$ cat config.mk
export PLATFORM = sky130hd
export DESIGN_NAME = dual_rx_byte_serializer_irq_enable
export DESIGN_NICKNAME = d
export VERILOG_FILES = /design/src/design/rx_irq_pkg.sv /design/src/design/dual_rx_byte_serializer_irq_enable.sv
export VERILOG_INCLUDE_DIRS = /design/src /design/src/design
export SDC_FILE = /design/constraint.sdc
export NUM_CORES = 1
export LEC_CHECK = 0
export ABC_AREA = 1
export CORE_MARGIN = 1.5
export CORE_UTILIZATION = 54
export CTS_CLUSTER_DIAMETER = 30
export CTS_CLUSTER_SIZE = 20
export DETAILED_ROUTE_END_ITERATION = 10
export DONT_BUFFER_PORTS = 1
export PLACE_DENSITY = 0.72
export REMOVE_ABC_BUFFERS = 1
export SLEW_MARGIN = 30
export SYNTH_ARGS = -nofsm -noshare
export SYNTH_HDL_FRONTEND = slang
export SYNTH_SLANG_ARGS = --single-unit
$ cat constraint.sdc
create_clock -name clk_sys -period 2.1 [get_ports clk_sys]
set_clock_uncertainty 0.05 [all_clocks]
set_input_delay 0.21 -clock clk_sys [delete_from_list [all_inputs] [get_ports clk_sys]]
set_output_delay 0.21 -clock clk_sys [all_outputs]
set_load 0.03 [all_outputs]
$ cat src/design/rx_irq_regs.svh
`ifndef RX_IRQ_REGS_SVH
`define RX_IRQ_REGS_SVH

// Register addresses on the device register port.
`define ADDR_CONFIG        8'h05
`define ADDR_BYTE_SER_CTL  8'h06
`define ADDR_RX_INT_EN     8'h07
`define ADDR_RX_STATUS     8'h08
`define ADDR_RX_DATA_A     8'h09
`define ADDR_RX_DATA_B     8'h0b

// Reset values.
`define RST_CONFIG         8'h01
`define RST_BYTE_SER_CTL   8'h03
`define RST_RX_INT_EN      8'h00
`define RST_RX_DATA        8'h00

// Field positions.
`define CFG_IRQ_SEL_MSB    1
`define CFG_IRQ_SEL_LSB    0
`define CTL_EOF_LEN_MSB    2
`define CTL_EOF_LEN_LSB    0
`define CHAN_NIBBLE_W      4
`define BIT_FULL           0
`define BIT_EOF            1
`define BIT_OVERFLOW       2
`define BIT_UNDERFLOW      3
`define BIT_FLOW           2
`define BIT_VALID          3

// Interrupt pin drive styles.
`define IRQ_OPEN_DRAIN     2'h3
`define IRQ_OPEN_SOURCE    2'h2
`define IRQ_PUSH_HIGH      2'h1
`define IRQ_PUSH_LOW       2'h0

// Last bit index of a byte.
`define BYTE_LAST_BIT      3'h7

`endif

$ cat src/design/rx_irq_pkg.sv
`default_nettype none

package rx_irq_pkg;

   // Per-channel receive state of the byte_serializer.
   typedef struct packed {
      logic [7:0] shift;
      logic [2:0] bit_cnt;
      logic [3:0] gap_cnt;
      logic       started;
      logic [7:0] data;
      logic       has_data;
      logic       all_valid;
      logic       full;
      logic       overflow;
      logic       underflow;
      logic       eof;
   } chan_state_t;

   // Receiver strobes for one channel.
   typedef struct packed {
      logic tick;
      logic valid;
      logic value;
   } rx_bit_t;

endpackage

`default_nettype wire

$ cat src/design/dual_rx_byte_serializer_irq_enable.sv
`include "rx_irq_regs.svh"
`default_nettype none

// Contract
// - Bit 7 gates channel B underflow interrupt.
// - Bit 6 gates channel B overflow interrupt.
// - Bit 5 gates channel B end-of-frame interrupt.
// - Bit 4 gates channel B full interrupt.
// - Bit 3 gates channel A underflow interrupt.
// - Bit 2 gates channel A overflow interrupt.
// - Bit 1 gates channel A end-of-frame interrupt.
// - Bit 0 gates channel A full interrupt.
// - Reading empty data register flags underflow.
// - Loading unread data register flags overflow.
// - End of frame when gap exceeds length.
// - Length zero ends at first invalid bit.
// - Status read clears end-of-frame flags.
// - Every transfer into data register flags full.
// - Flags set regardless of enable bits.
// - Three-bit gap length in control bits 2:0.
// - Two-bit setting selects interrupt pin style.
// - Status read clears flow violation flags.
module dual_rx_byte_serializer_irq_enable
(
   input  wire logic                  clk_sys,
   input  wire logic                  reset_n,
   input  wire logic                  reg_wr,
   input  wire logic                  reg_rd,
   input  wire logic [7:0]            reg_addr,
   input  wire logic [7:0]            reg_wdata,
   output logic      [7:0]            reg_rdata,
   input  wire logic                  rx_enable,
   input  wire rx_irq_pkg::rx_bit_t   rx_bit_a,
   input  wire rx_irq_pkg::rx_bit_t   rx_bit_b,
   output logic                       irq_out,
   output logic                       irq_oe
);

   function automatic logic [7:0] data_addr(input int ch);
      data_addr = (ch == 0) ? `ADDR_RX_DATA_A : `ADDR_RX_DATA_B;
   endfunction

   logic [7:0]            config_reg;
   logic [7:0]            config_next;
   logic [7:0]            ser_ctl_reg;
   logic [7:0]            ser_ctl_next;
   logic [7:0]            int_en_reg;
   logic [7:0]            int_en_next;
   logic [7:0]            rdata_reg;
   logic [7:0]            rdata_next;
   logic                  irq_out_reg;
   logic                  irq_out_next;
   logic                  irq_oe_reg;
   logic                  irq_oe_next;
   logic [2:0]            eof_len;
   logic                  status_rd;
   logic                  irq_req;
   logic [7:0]            status_bits;
   logic [7:0]            pending;
   rx_irq_pkg::rx_bit_t   rx_bit [2];
   rx_irq_pkg::chan_state_t chan_cur [2];

   assign rx_bit[0] = rx_bit_a;
   assign rx_bit[1] = rx_bit_b;

   assign eof_len   = ser_ctl_reg[`CTL_EOF_LEN_MSB:`CTL_EOF_LEN_LSB];
   assign status_rd = reg_rd && (reg_addr == `ADDR_RX_STATUS);

   genvar ch;
   generate
      for (ch = 0; ch < 2; ch++)
      begin : g_chan
         rx_irq_pkg::chan_state_t cur;
         rx_irq_pkg::chan_state_t nxt;
         logic                    load;
         logic                    load_whole;
         logic                    data_rd;
         logic [3:0]              gap_inc;

         assign chan_cur[ch] = cur;

         always_comb
         begin
            nxt        = cur;
            load       = 1'b0;
            load_whole = 1'b0;
            gap_inc    = cur.gap_cnt + 4'h1;
            data_rd    = reg_rd && (reg_addr == data_addr(ch));

            // Clears come first so that a same-cycle event wins.
            // status read clear
            if (status_rd)
            begin
               nxt.eof       = 1'b0;
               nxt.overflow  = 1'b0;
               nxt.underflow = 1'b0;
            end

            if (data_rd)
            begin
               if (!cur.has_data)
                  nxt.underflow = 1'b1;
               nxt.has_data = 1'b0;
               nxt.full     = 1'b0;
            end

            if (rx_bit[ch].tick)
            begin
               if (rx_bit[ch].valid)
               begin
                  nxt.shift   = {cur.shift[6:0], rx_bit[ch].value};
                  nxt.started = 1'b1;
                  nxt.gap_cnt = 4'h0;
                  nxt.bit_cnt = cur.bit_cnt + 3'h1;
                  if (cur.bit_cnt == `BYTE_LAST_BIT)
                  begin
                     load       = 1'b1;
                     load_whole = 1'b1;
                     // The shifter restarts empty so a short byte is zero-filled.
                     nxt.shift  = 8'h00;
                  end
               end
               else if (cur.started)
               begin
                  nxt.gap_cnt = gap_inc;
                  if (gap_inc > {1'b0, eof_len})
                  begin
                     nxt.eof     = 1'b1;
                     nxt.started = 1'b0;
                     nxt.shift   = 8'h00;
                     nxt.gap_cnt = 4'h0;
                     nxt.bit_cnt = 3'h0;
                     // A partial byte is pushed out at end of frame.
                     if (cur.bit_cnt != 3'h0)
                        load = 1'b1;
                  end
               end
            end

            if (load)
            begin
               if (cur.has_data && !data_rd)
                  nxt.overflow = 1'b1;
               nxt.data      = load_whole ?
                               {cur.shift[6:0], rx_bit[ch].value} :
                               cur.shift;
               nxt.has_data  = 1'b1;
               nxt.full      = 1'b1;
               nxt.all_valid = load_whole;
            end
         end

         always_ff @(posedge clk_sys or negedge reset_n)
         begin
            if (!reset_n)
               cur <= '0;
            else
               cur <= nxt;
         end

         assign status_bits[ch*4 +: 4] =
            {cur.all_valid, cur.overflow | cur.underflow,
             cur.eof, cur.full};
      end
   endgenerate

   assign pending[7] = int_en_reg[7] & chan_cur[1].underflow;
   assign pending[6] = int_en_reg[6] & chan_cur[1].overflow;
   assign pending[5] = int_en_reg[5] & chan_cur[1].eof;
   assign pending[4] = int_en_reg[4] & chan_cur[1].full;
   assign pending[3] = int_en_reg[3] & chan_cur[0].underflow;
   assign pending[2] = int_en_reg[2] & chan_cur[0].overflow;
   assign pending[1] = int_en_reg[1] & chan_cur[0].eof;
   assign pending[0] = int_en_reg[0] & chan_cur[0].full;

   assign irq_req = |pending;

   always_comb
   begin
      config_next  = config_reg;
      ser_ctl_next = ser_ctl_reg;
      int_en_next  = int_en_reg;
      rdata_next   = rdata_reg;
      if (reg_wr)
      begin
         case (reg_addr)
            `ADDR_CONFIG:       config_next  = reg_wdata;
            `ADDR_BYTE_SER_CTL: ser_ctl_next = reg_wdata;
            `ADDR_RX_INT_EN:    int_en_next  = reg_wdata;
            default:            config_next  = config_reg;
         endcase
      end
      if (reg_rd)
      begin
         case (reg_addr)
            `ADDR_CONFIG:       rdata_next = config_reg;
            `ADDR_BYTE_SER_CTL: rdata_next = ser_ctl_reg;
            `ADDR_RX_INT_EN:    rdata_next = int_en_reg;
            // Status reads zero outside receive mode.
            `ADDR_RX_STATUS:    rdata_next = rx_enable ? status_bits : 8'h00;
            `ADDR_RX_DATA_A:    rdata_next = chan_cur[0].data;
            `ADDR_RX_DATA_B:    rdata_next = chan_cur[1].data;
            default:            rdata_next = 8'h00;
         endcase
      end
   end

   always_comb
   begin
      case (config_reg[`CFG_IRQ_SEL_MSB:`CFG_IRQ_SEL_LSB])
         `IRQ_OPEN_DRAIN:
         begin
            irq_out_next = 1'b0;
            irq_oe_next  = irq_req;
         end
         `IRQ_OPEN_SOURCE:
         begin
            irq_out_next = 1'b1;
            irq_oe_next  = irq_req;
         end
         `IRQ_PUSH_HIGH:
         begin
            irq_out_next = irq_req;
            irq_oe_next  = 1'b1;
         end
         default:
         begin
            irq_out_next = !irq_req;
            irq_oe_next  = 1'b1;
         end
      endcase
   end

   always_ff @(posedge clk_sys or negedge reset_n)
   begin
      if (!reset_n)
      begin
         config_reg  <= `RST_CONFIG;
         ser_ctl_reg <= `RST_BYTE_SER_CTL;
         int_en_reg  <= `RST_RX_INT_EN;
         rdata_reg   <= 8'h00;
         irq_out_reg <= 1'b0;
         irq_oe_reg  <= 1'b1;
      end
      else
      begin
         config_reg  <= config_next;
         ser_ctl_reg <= ser_ctl_next;
         int_en_reg  <= int_en_next;
         rdata_reg   <= rdata_next;
         irq_out_reg <= irq_out_next;
         irq_oe_reg  <= irq_oe_next;
      end
   end

   assign reg_rdata = rdata_reg;
   assign irq_out   = irq_out_reg;
   assign irq_oe    = irq_oe_reg;

endmodule // dual_rx_byte_serializer_irq_enable

`default_nettype wire

Yosys cells after proc, flatten, opt, wreduce, memory -nomap -nowiden
Index checks and enable logic that the tools add are counted.

Register bits: 94. Output and inout bits: 10. Logic and storage cells: 130.

Order comparisons: 2. Eq/ne operators: 11. Add/subtract/negate cells: 4. Reduce and logical (&&, ||, !) cells: 25. Bitwise logic cells: 10. Multiplexer cells: 50.

Operators with widths (count): $mux 16 (6); $pmux 8 s6 (1); $mux 8 (5); $mux 1 (33); $eq 8x3->1 const B (3); $eq 8x4->1 const B (3); $reduce_bool 2->1 (6); $reduce_and 2->1 (5); $add 4x1->4 const B (2); $and 1x1->1 (8); $gt 4x3->1 (2); $mux 4 (2); $reduce_or 8->1 (1); $add 3x1->3 const B (2); $eq 3x3->1 const B (2); $mux 3 (2); $reduce_and 3->1 (2); $reduce_bool 3->1 (2); $logic_and 1x1->1 (5); $eq 2x2->1 const B (2); $logic_not 1->1 (3); $pmux 1 s3 (1); $eq 2x1->1 const B (1); $or 1x1->1 (2); $reduce_or 2->1 (1).

Depth between registers and ports, before layout
Word-level depth: 7. Depth in mapped cells: 11. Mapped depth without buffers: 11.

Worst setup path before layout
OpenSTA, ideal clock, no wires.

Path kind: flip-flop to flip-flop. From: reg g_chan[1].cur, in the netlist chan_cur[15]. To: reg g_chan[1].cur, in the netlist chan_cur[10]. Cell stages (with the launch flop): 12. Required time: 1.933 ns. Clock period less this slack: 1.969 ns. Setup time: 0.117 ns. Buffers on the path: 1. Slack: 0.131 ns. Arrival: 1.803 ns. Path through: dfrtp_1 > ha_1 > xor2_1 > ha_1 > nand2_1 > o21ai_0 > nand2_1 > nand2_2 > nand2_1 > buf_4 > nand3_1 > nand2_1.

Cells in the longest elaborated chain, start to end: 6.

Ends and longest elaborated chain: start: declaration (RTL line dual_rx_byte_serializer_irq_enable.sv:73) `rx_irq_pkg::chan_state_t cur;`; start signal: assignment (RTL line dual_rx_byte_serializer_irq_enable.sv:158) `cur <= nxt;`; $add 4x1->4 (RTL line dual_rx_byte_serializer_irq_enable.sv:87) `gap_inc = cur.gap_cnt + 4'h1;`; $gt 4x3->1 (RTL line dual_rx_byte_serializer_irq_enable.sv:126) `if (gap_inc > {1'b0, eof_len})`; $mux 1 (RTL line dual_rx_byte_serializer_irq_enable.sv:126); $mux 1 (RTL line dual_rx_byte_serializer_irq_enable.sv:123) `else if (cur.started)`; $mux 1 (RTL line dual_rx_byte_serializer_irq_enable.sv:109) `if (rx_bit[ch].valid)`; $mux 1 (RTL line dual_rx_byte_serializer_irq_enable.sv:107) `if (rx_bit[ch].tick)`.

No other way between the ends. A chain may end at the register's enable or synchronous reset.

Final worst setup path
From: reg g_chan[1].cur, in the netlist chan_cur[16]. To: reg g_chan[1].cur, in the netlist chan_cur[8].

The elaborated chain is that of the path after synthesis.

==> results.md <==
* **result of the run** finished, violations left
* **violated checks** hold timing
* **final net count** 706
* **ratio of final minimum period to clock period** 0.965
* **final standard cell utilization of the core** 0.615
* **startpoint of the most critical setup path** chan_cur[16]
* **clock net sink count** 92
* **commonest non-fill, non-tap cell in the layout** sky130_fd_sc_hd__nand2_1
* **final number of hold-violating endpoints** 92
* **Register-to-Register Path Depth** 11
* **first-pass GRT wire length** 17.9 mm
* **CP max-delay cell** sky130_fd_sc_hd__dfrtp_1
* **wire length after detailed routing** 10.8 mm
* **Synth Instances** 653
* **Worst Path Max Fanout** 9
* **area grow syn2layout** 9.33%
* **P_int** 2.82 mW
* **synth warn** 0
* **capture point of the worst path** chan_cur[8]
* **Worst-Margin Slew** 0.574 ns
* **final cell area excluding filler cells** 5710 um^2
* **gr ovfl total** 0
* **number of clock buffers inserted by TritonCTS** 9
* **Initial DRT Pass Iterations** 4
* **setup repair after global routing missed its margin** true
* **Placer Congestion** 0.899
* **total number of vias** 4101
* **DRC violations left** 0
* **Reg clk slew, reported paths** 0.10 ns
* **die height** 101 um
* **pin count of the biggest net entering global routing** 93
* **vias in the first global route** 3941
* **minimum clock period after layout** 2.03 ns
* **number of core rows** 35
* **Final Power** 4.26 mW
* **Total Neg Setup Slack** 0 ns
* **wire length per cell** 13.5 um
* **DRC violation total after the first TritonRoute iteration** 175
* **HPWL after DPL** 7.55 mm
* **number of antenna violations at the first check in global routing** 0
* **die area** 10300 um^2
* **count of endpoints failing setup in the final report** 0
* **IO buf count** 0
* **worst r2r src** chan_cur[16]
* **worst hold-check path type** in2async
* **highest attainable clock frequency** 494 MHz
* **TritonCTS clock tree** built
* **via-per-instance ratio** 5.13
* **maximum ir drop on the vdd rail** 0.443 mV
* **worst setup path class** reg2reg
* **crit-path most repeated cell** sky130_fd_sc_hd__nand2_2
* **capturing element type of the critical path** register
* **total routing usage reported by global routing** 0.221
* **post-synthesis average cell area** 7.99 um^2
* **total I/O pin count** 37
* **max-slew violation total from the final report** 0
* **Startpoint Class** register
* **worst-case headroom to the max-slew limit** 0.616
* **sequential cell area fraction in the yosys report** 0.442
* **P_sw** 1.44 mW
* **cell chain of the critical path** ha_2 -> xor2_2 -> ha_1 -> a21oi_1 -> o21ai_1 -> nand2_1 -> nand2_2 -> nand2_4 -> nand2_4 -> nand2_2 -> nand2_2
* **max-cap violation count** 0
* **share of power burned in the clock network** 0.257
* **standby leakage power** 2.96 nW
* **Largest register FFs** 58
* **Cell variety after synth** 31
* **H-tree levels** 3
* **cell area after placement** 5270 um^2
* **worst reg2reg setup slack** 0.07 ns
* **total inserted antenna cells** 0
* **worst endpoint required time** 2.30 ns
* **highest cell delay on the worst timing path** 0.39 ns
* **Cell Area, Synth** 5220 um^2
* **maximum count of clock buffers along a single path** 2
* **Worst-Skew Late Latency** 0.36 ns
* **antenna-violating nets left** 0
* **flop and latch count out of synthesis** 92
* **hold slack final** -0.522 ns
* **placeable core area** 9280 um^2
* **endpoint of the worst-slack reg-to-reg timing path** chan_cur[8]
* **proportion of layout cells with a drive suffix above 1** 0.210
* **power per cell area** 747 nW/um^2
* **power share of the sequential group** 0.532
* **Horiz. Die Dim** 101 um
* **filler cell count** 852
* **commonest non-fill, non-tap cells in the layout** sky130_fd_sc_hd__nand2_1 (210), sky130_fd_sc_hd__dfrtp_1 (88), sky130_fd_sc_hd__nand3_1 (69)
* **cell at the root of the clock tree** sky130_fd_sc_hd__clkbuf_8
* **share of power burned in combinational logic** 0.211
* **worst path arrival time** 2.22 ns
* **Initial Utilization** 0.562
* **Switching Fraction** 0.338
worst max-delay path, delay by kind of cell, from the launching register on:
family | cells | cell delay [ns]
flip-flops | 1 | 0.39
AND/OR/NAND/NOR | 6 | 0.59
adder cells (fa/ha/maj) | 2 | 0.53
XOR/XNOR | 1 | 0.15
AO/OA/AOI/OAI | 2 | 0.21
cells by family (layout without fill, tap and decap cells):
family,Yosys count,in the layout,synth area share
XOR/XNOR,5,5,0.0113
buffers and inverters,95,112,0.0892
AO/OA/AOI/OAI,59,59,0.0738
adder cells (fa/ha/maj),14,14,0.0336
flip-flops,92,92,0.442
AND/OR/NAND/NOR,388,388,0.350
per-stage QoR:
stage	worst slack (ns)	instances
final	0.0743	799
after global routing	-0.0721	799
after CTS	0.0126	792
after detailed placement	0.0112	771
after global placement	0.0731	771
after floorplan	-0.0135	632
Yosys cell counts:
library cell,number,share of area
sky130_fd_sc_hd__nor2_4,2,0.0043
sky130_fd_sc_hd__nand2_1,222,0.16
sky130_fd_sc_hd__nand2_4,2,0.0043
sky130_fd_sc_hd__buf_8,5,0.014
sky130_fd_sc_hd__o21ai_2,24,0.040
sky130_fd_sc_hd__buf_6,5,0.011
sky130_fd_sc_hd__buf_4,2,0.0029
sky130_fd_sc_hd__o21ai_0,26,0.025
sky130_fd_sc_hd__nand3_2,6,0.012
sky130_fd_sc_hd__xor2_2,2,0.0062
sky130_fd_sc_hd__inv_1,65,0.047
sky130_fd_sc_hd__nand3_1,82,0.079
sky130_fd_sc_hd__nor4_1,2,0.0024
sky130_fd_sc_hd__buf_1,1,0.00072
sky130_fd_sc_hd__clkbuf_1,2,0.0014
sky130_fd_sc_hd__nor2_1,35,0.025
sky130_fd_sc_hd__dfstp_2,4,0.020
sky130_fd_sc_hd__a21oi_1,6,0.0058
sky130_fd_sc_hd__xor2_1,3,0.0050
sky130_fd_sc_hd__dfrtp_1,88,0.42
sky130_fd_sc_hd__nor3_1,2,0.0019
sky130_fd_sc_hd__nand3_4,4,0.013
sky130_fd_sc_hd__nand2_2,20,0.024
sky130_fd_sc_hd__or2_1,2,0.0024
sky130_fd_sc_hd__ha_1,14,0.034
sky130_fd_sc_hd__buf_2,6,0.0058
sky130_fd_sc_hd__nand3b_1,4,0.0058
sky130_fd_sc_hd__o21ai_1,3,0.0029
sky130_fd_sc_hd__inv_2,9,0.0065
sky130_fd_sc_hd__nor2_2,1,0.0012
sky130_fd_sc_hd__nor2_8,4,0.015
power groups by stage:
| stage | logic (mW) | clock network [mW] | registers, mW |
|---|---|---|---|
| floorplan | 0.620 | 0 | 2.22 |
| CTS | 0.811 | 1.12 | 2.25 |
| finish | 0.901 | 1.09 | 2.27 |
| detailed placement | 0.797 | 0 | 2.29 |
| global route | 1.03 | 1.19 | 2.30 |
| global placement | 0.753 | 0 | 2.28 |
routing by layer:
layer / GRT usage / part of all wire
met2: 0.372 / 0.49
met1: 0.299 / 0.46
met5: 0 / 0
met3: 0.0373 / 0.039
met4: 0.0588 / 0.011
repair_timing:
action | in CTS | in global routing
resized for setup | 0 | 44
cloned | 0 | 2
hold endpoints to repair | 105 | 93
setup endpoints to repair | 2 | 51
buffers inserted | 1 | 4
pin swaps | 1 | 25
hold buffers | 4 | 1
cell type report:
class	count	area, um^2	area share
clock buffer	9	124	0.0217
clock inverter	7	48.8	0.00855
inverter	74	278	0.0487
multi-input combinational	466	2590	0.455
sequential	92	2310	0.404
tap	129	161	0.0283
timing repair buffer	22	193	0.0338
how the worst min path moves through the flow:
| stage | from | to | slack (ns) | cells past startpoint |
|---|---|---|---|---|
| floorplan | reset_n | chan_cur[0] | -0.14 | 0 |
| global placement | reset_n | ser_ctl_reg[6] | -0.13 | 0 |
| detailed placement | reset_n | ser_ctl_reg[6] | -0.13 | 0 |
| CTS | reset_n | chan_cur[54] | -0.54 | 0 |
| global route | reset_n | ser_ctl_reg[6] | -0.54 | 0 |
| finish | reset_n | ser_ctl_reg[6] | -0.52 | 0 |
No activity file was read; power rests on OpenSTA's default activity.
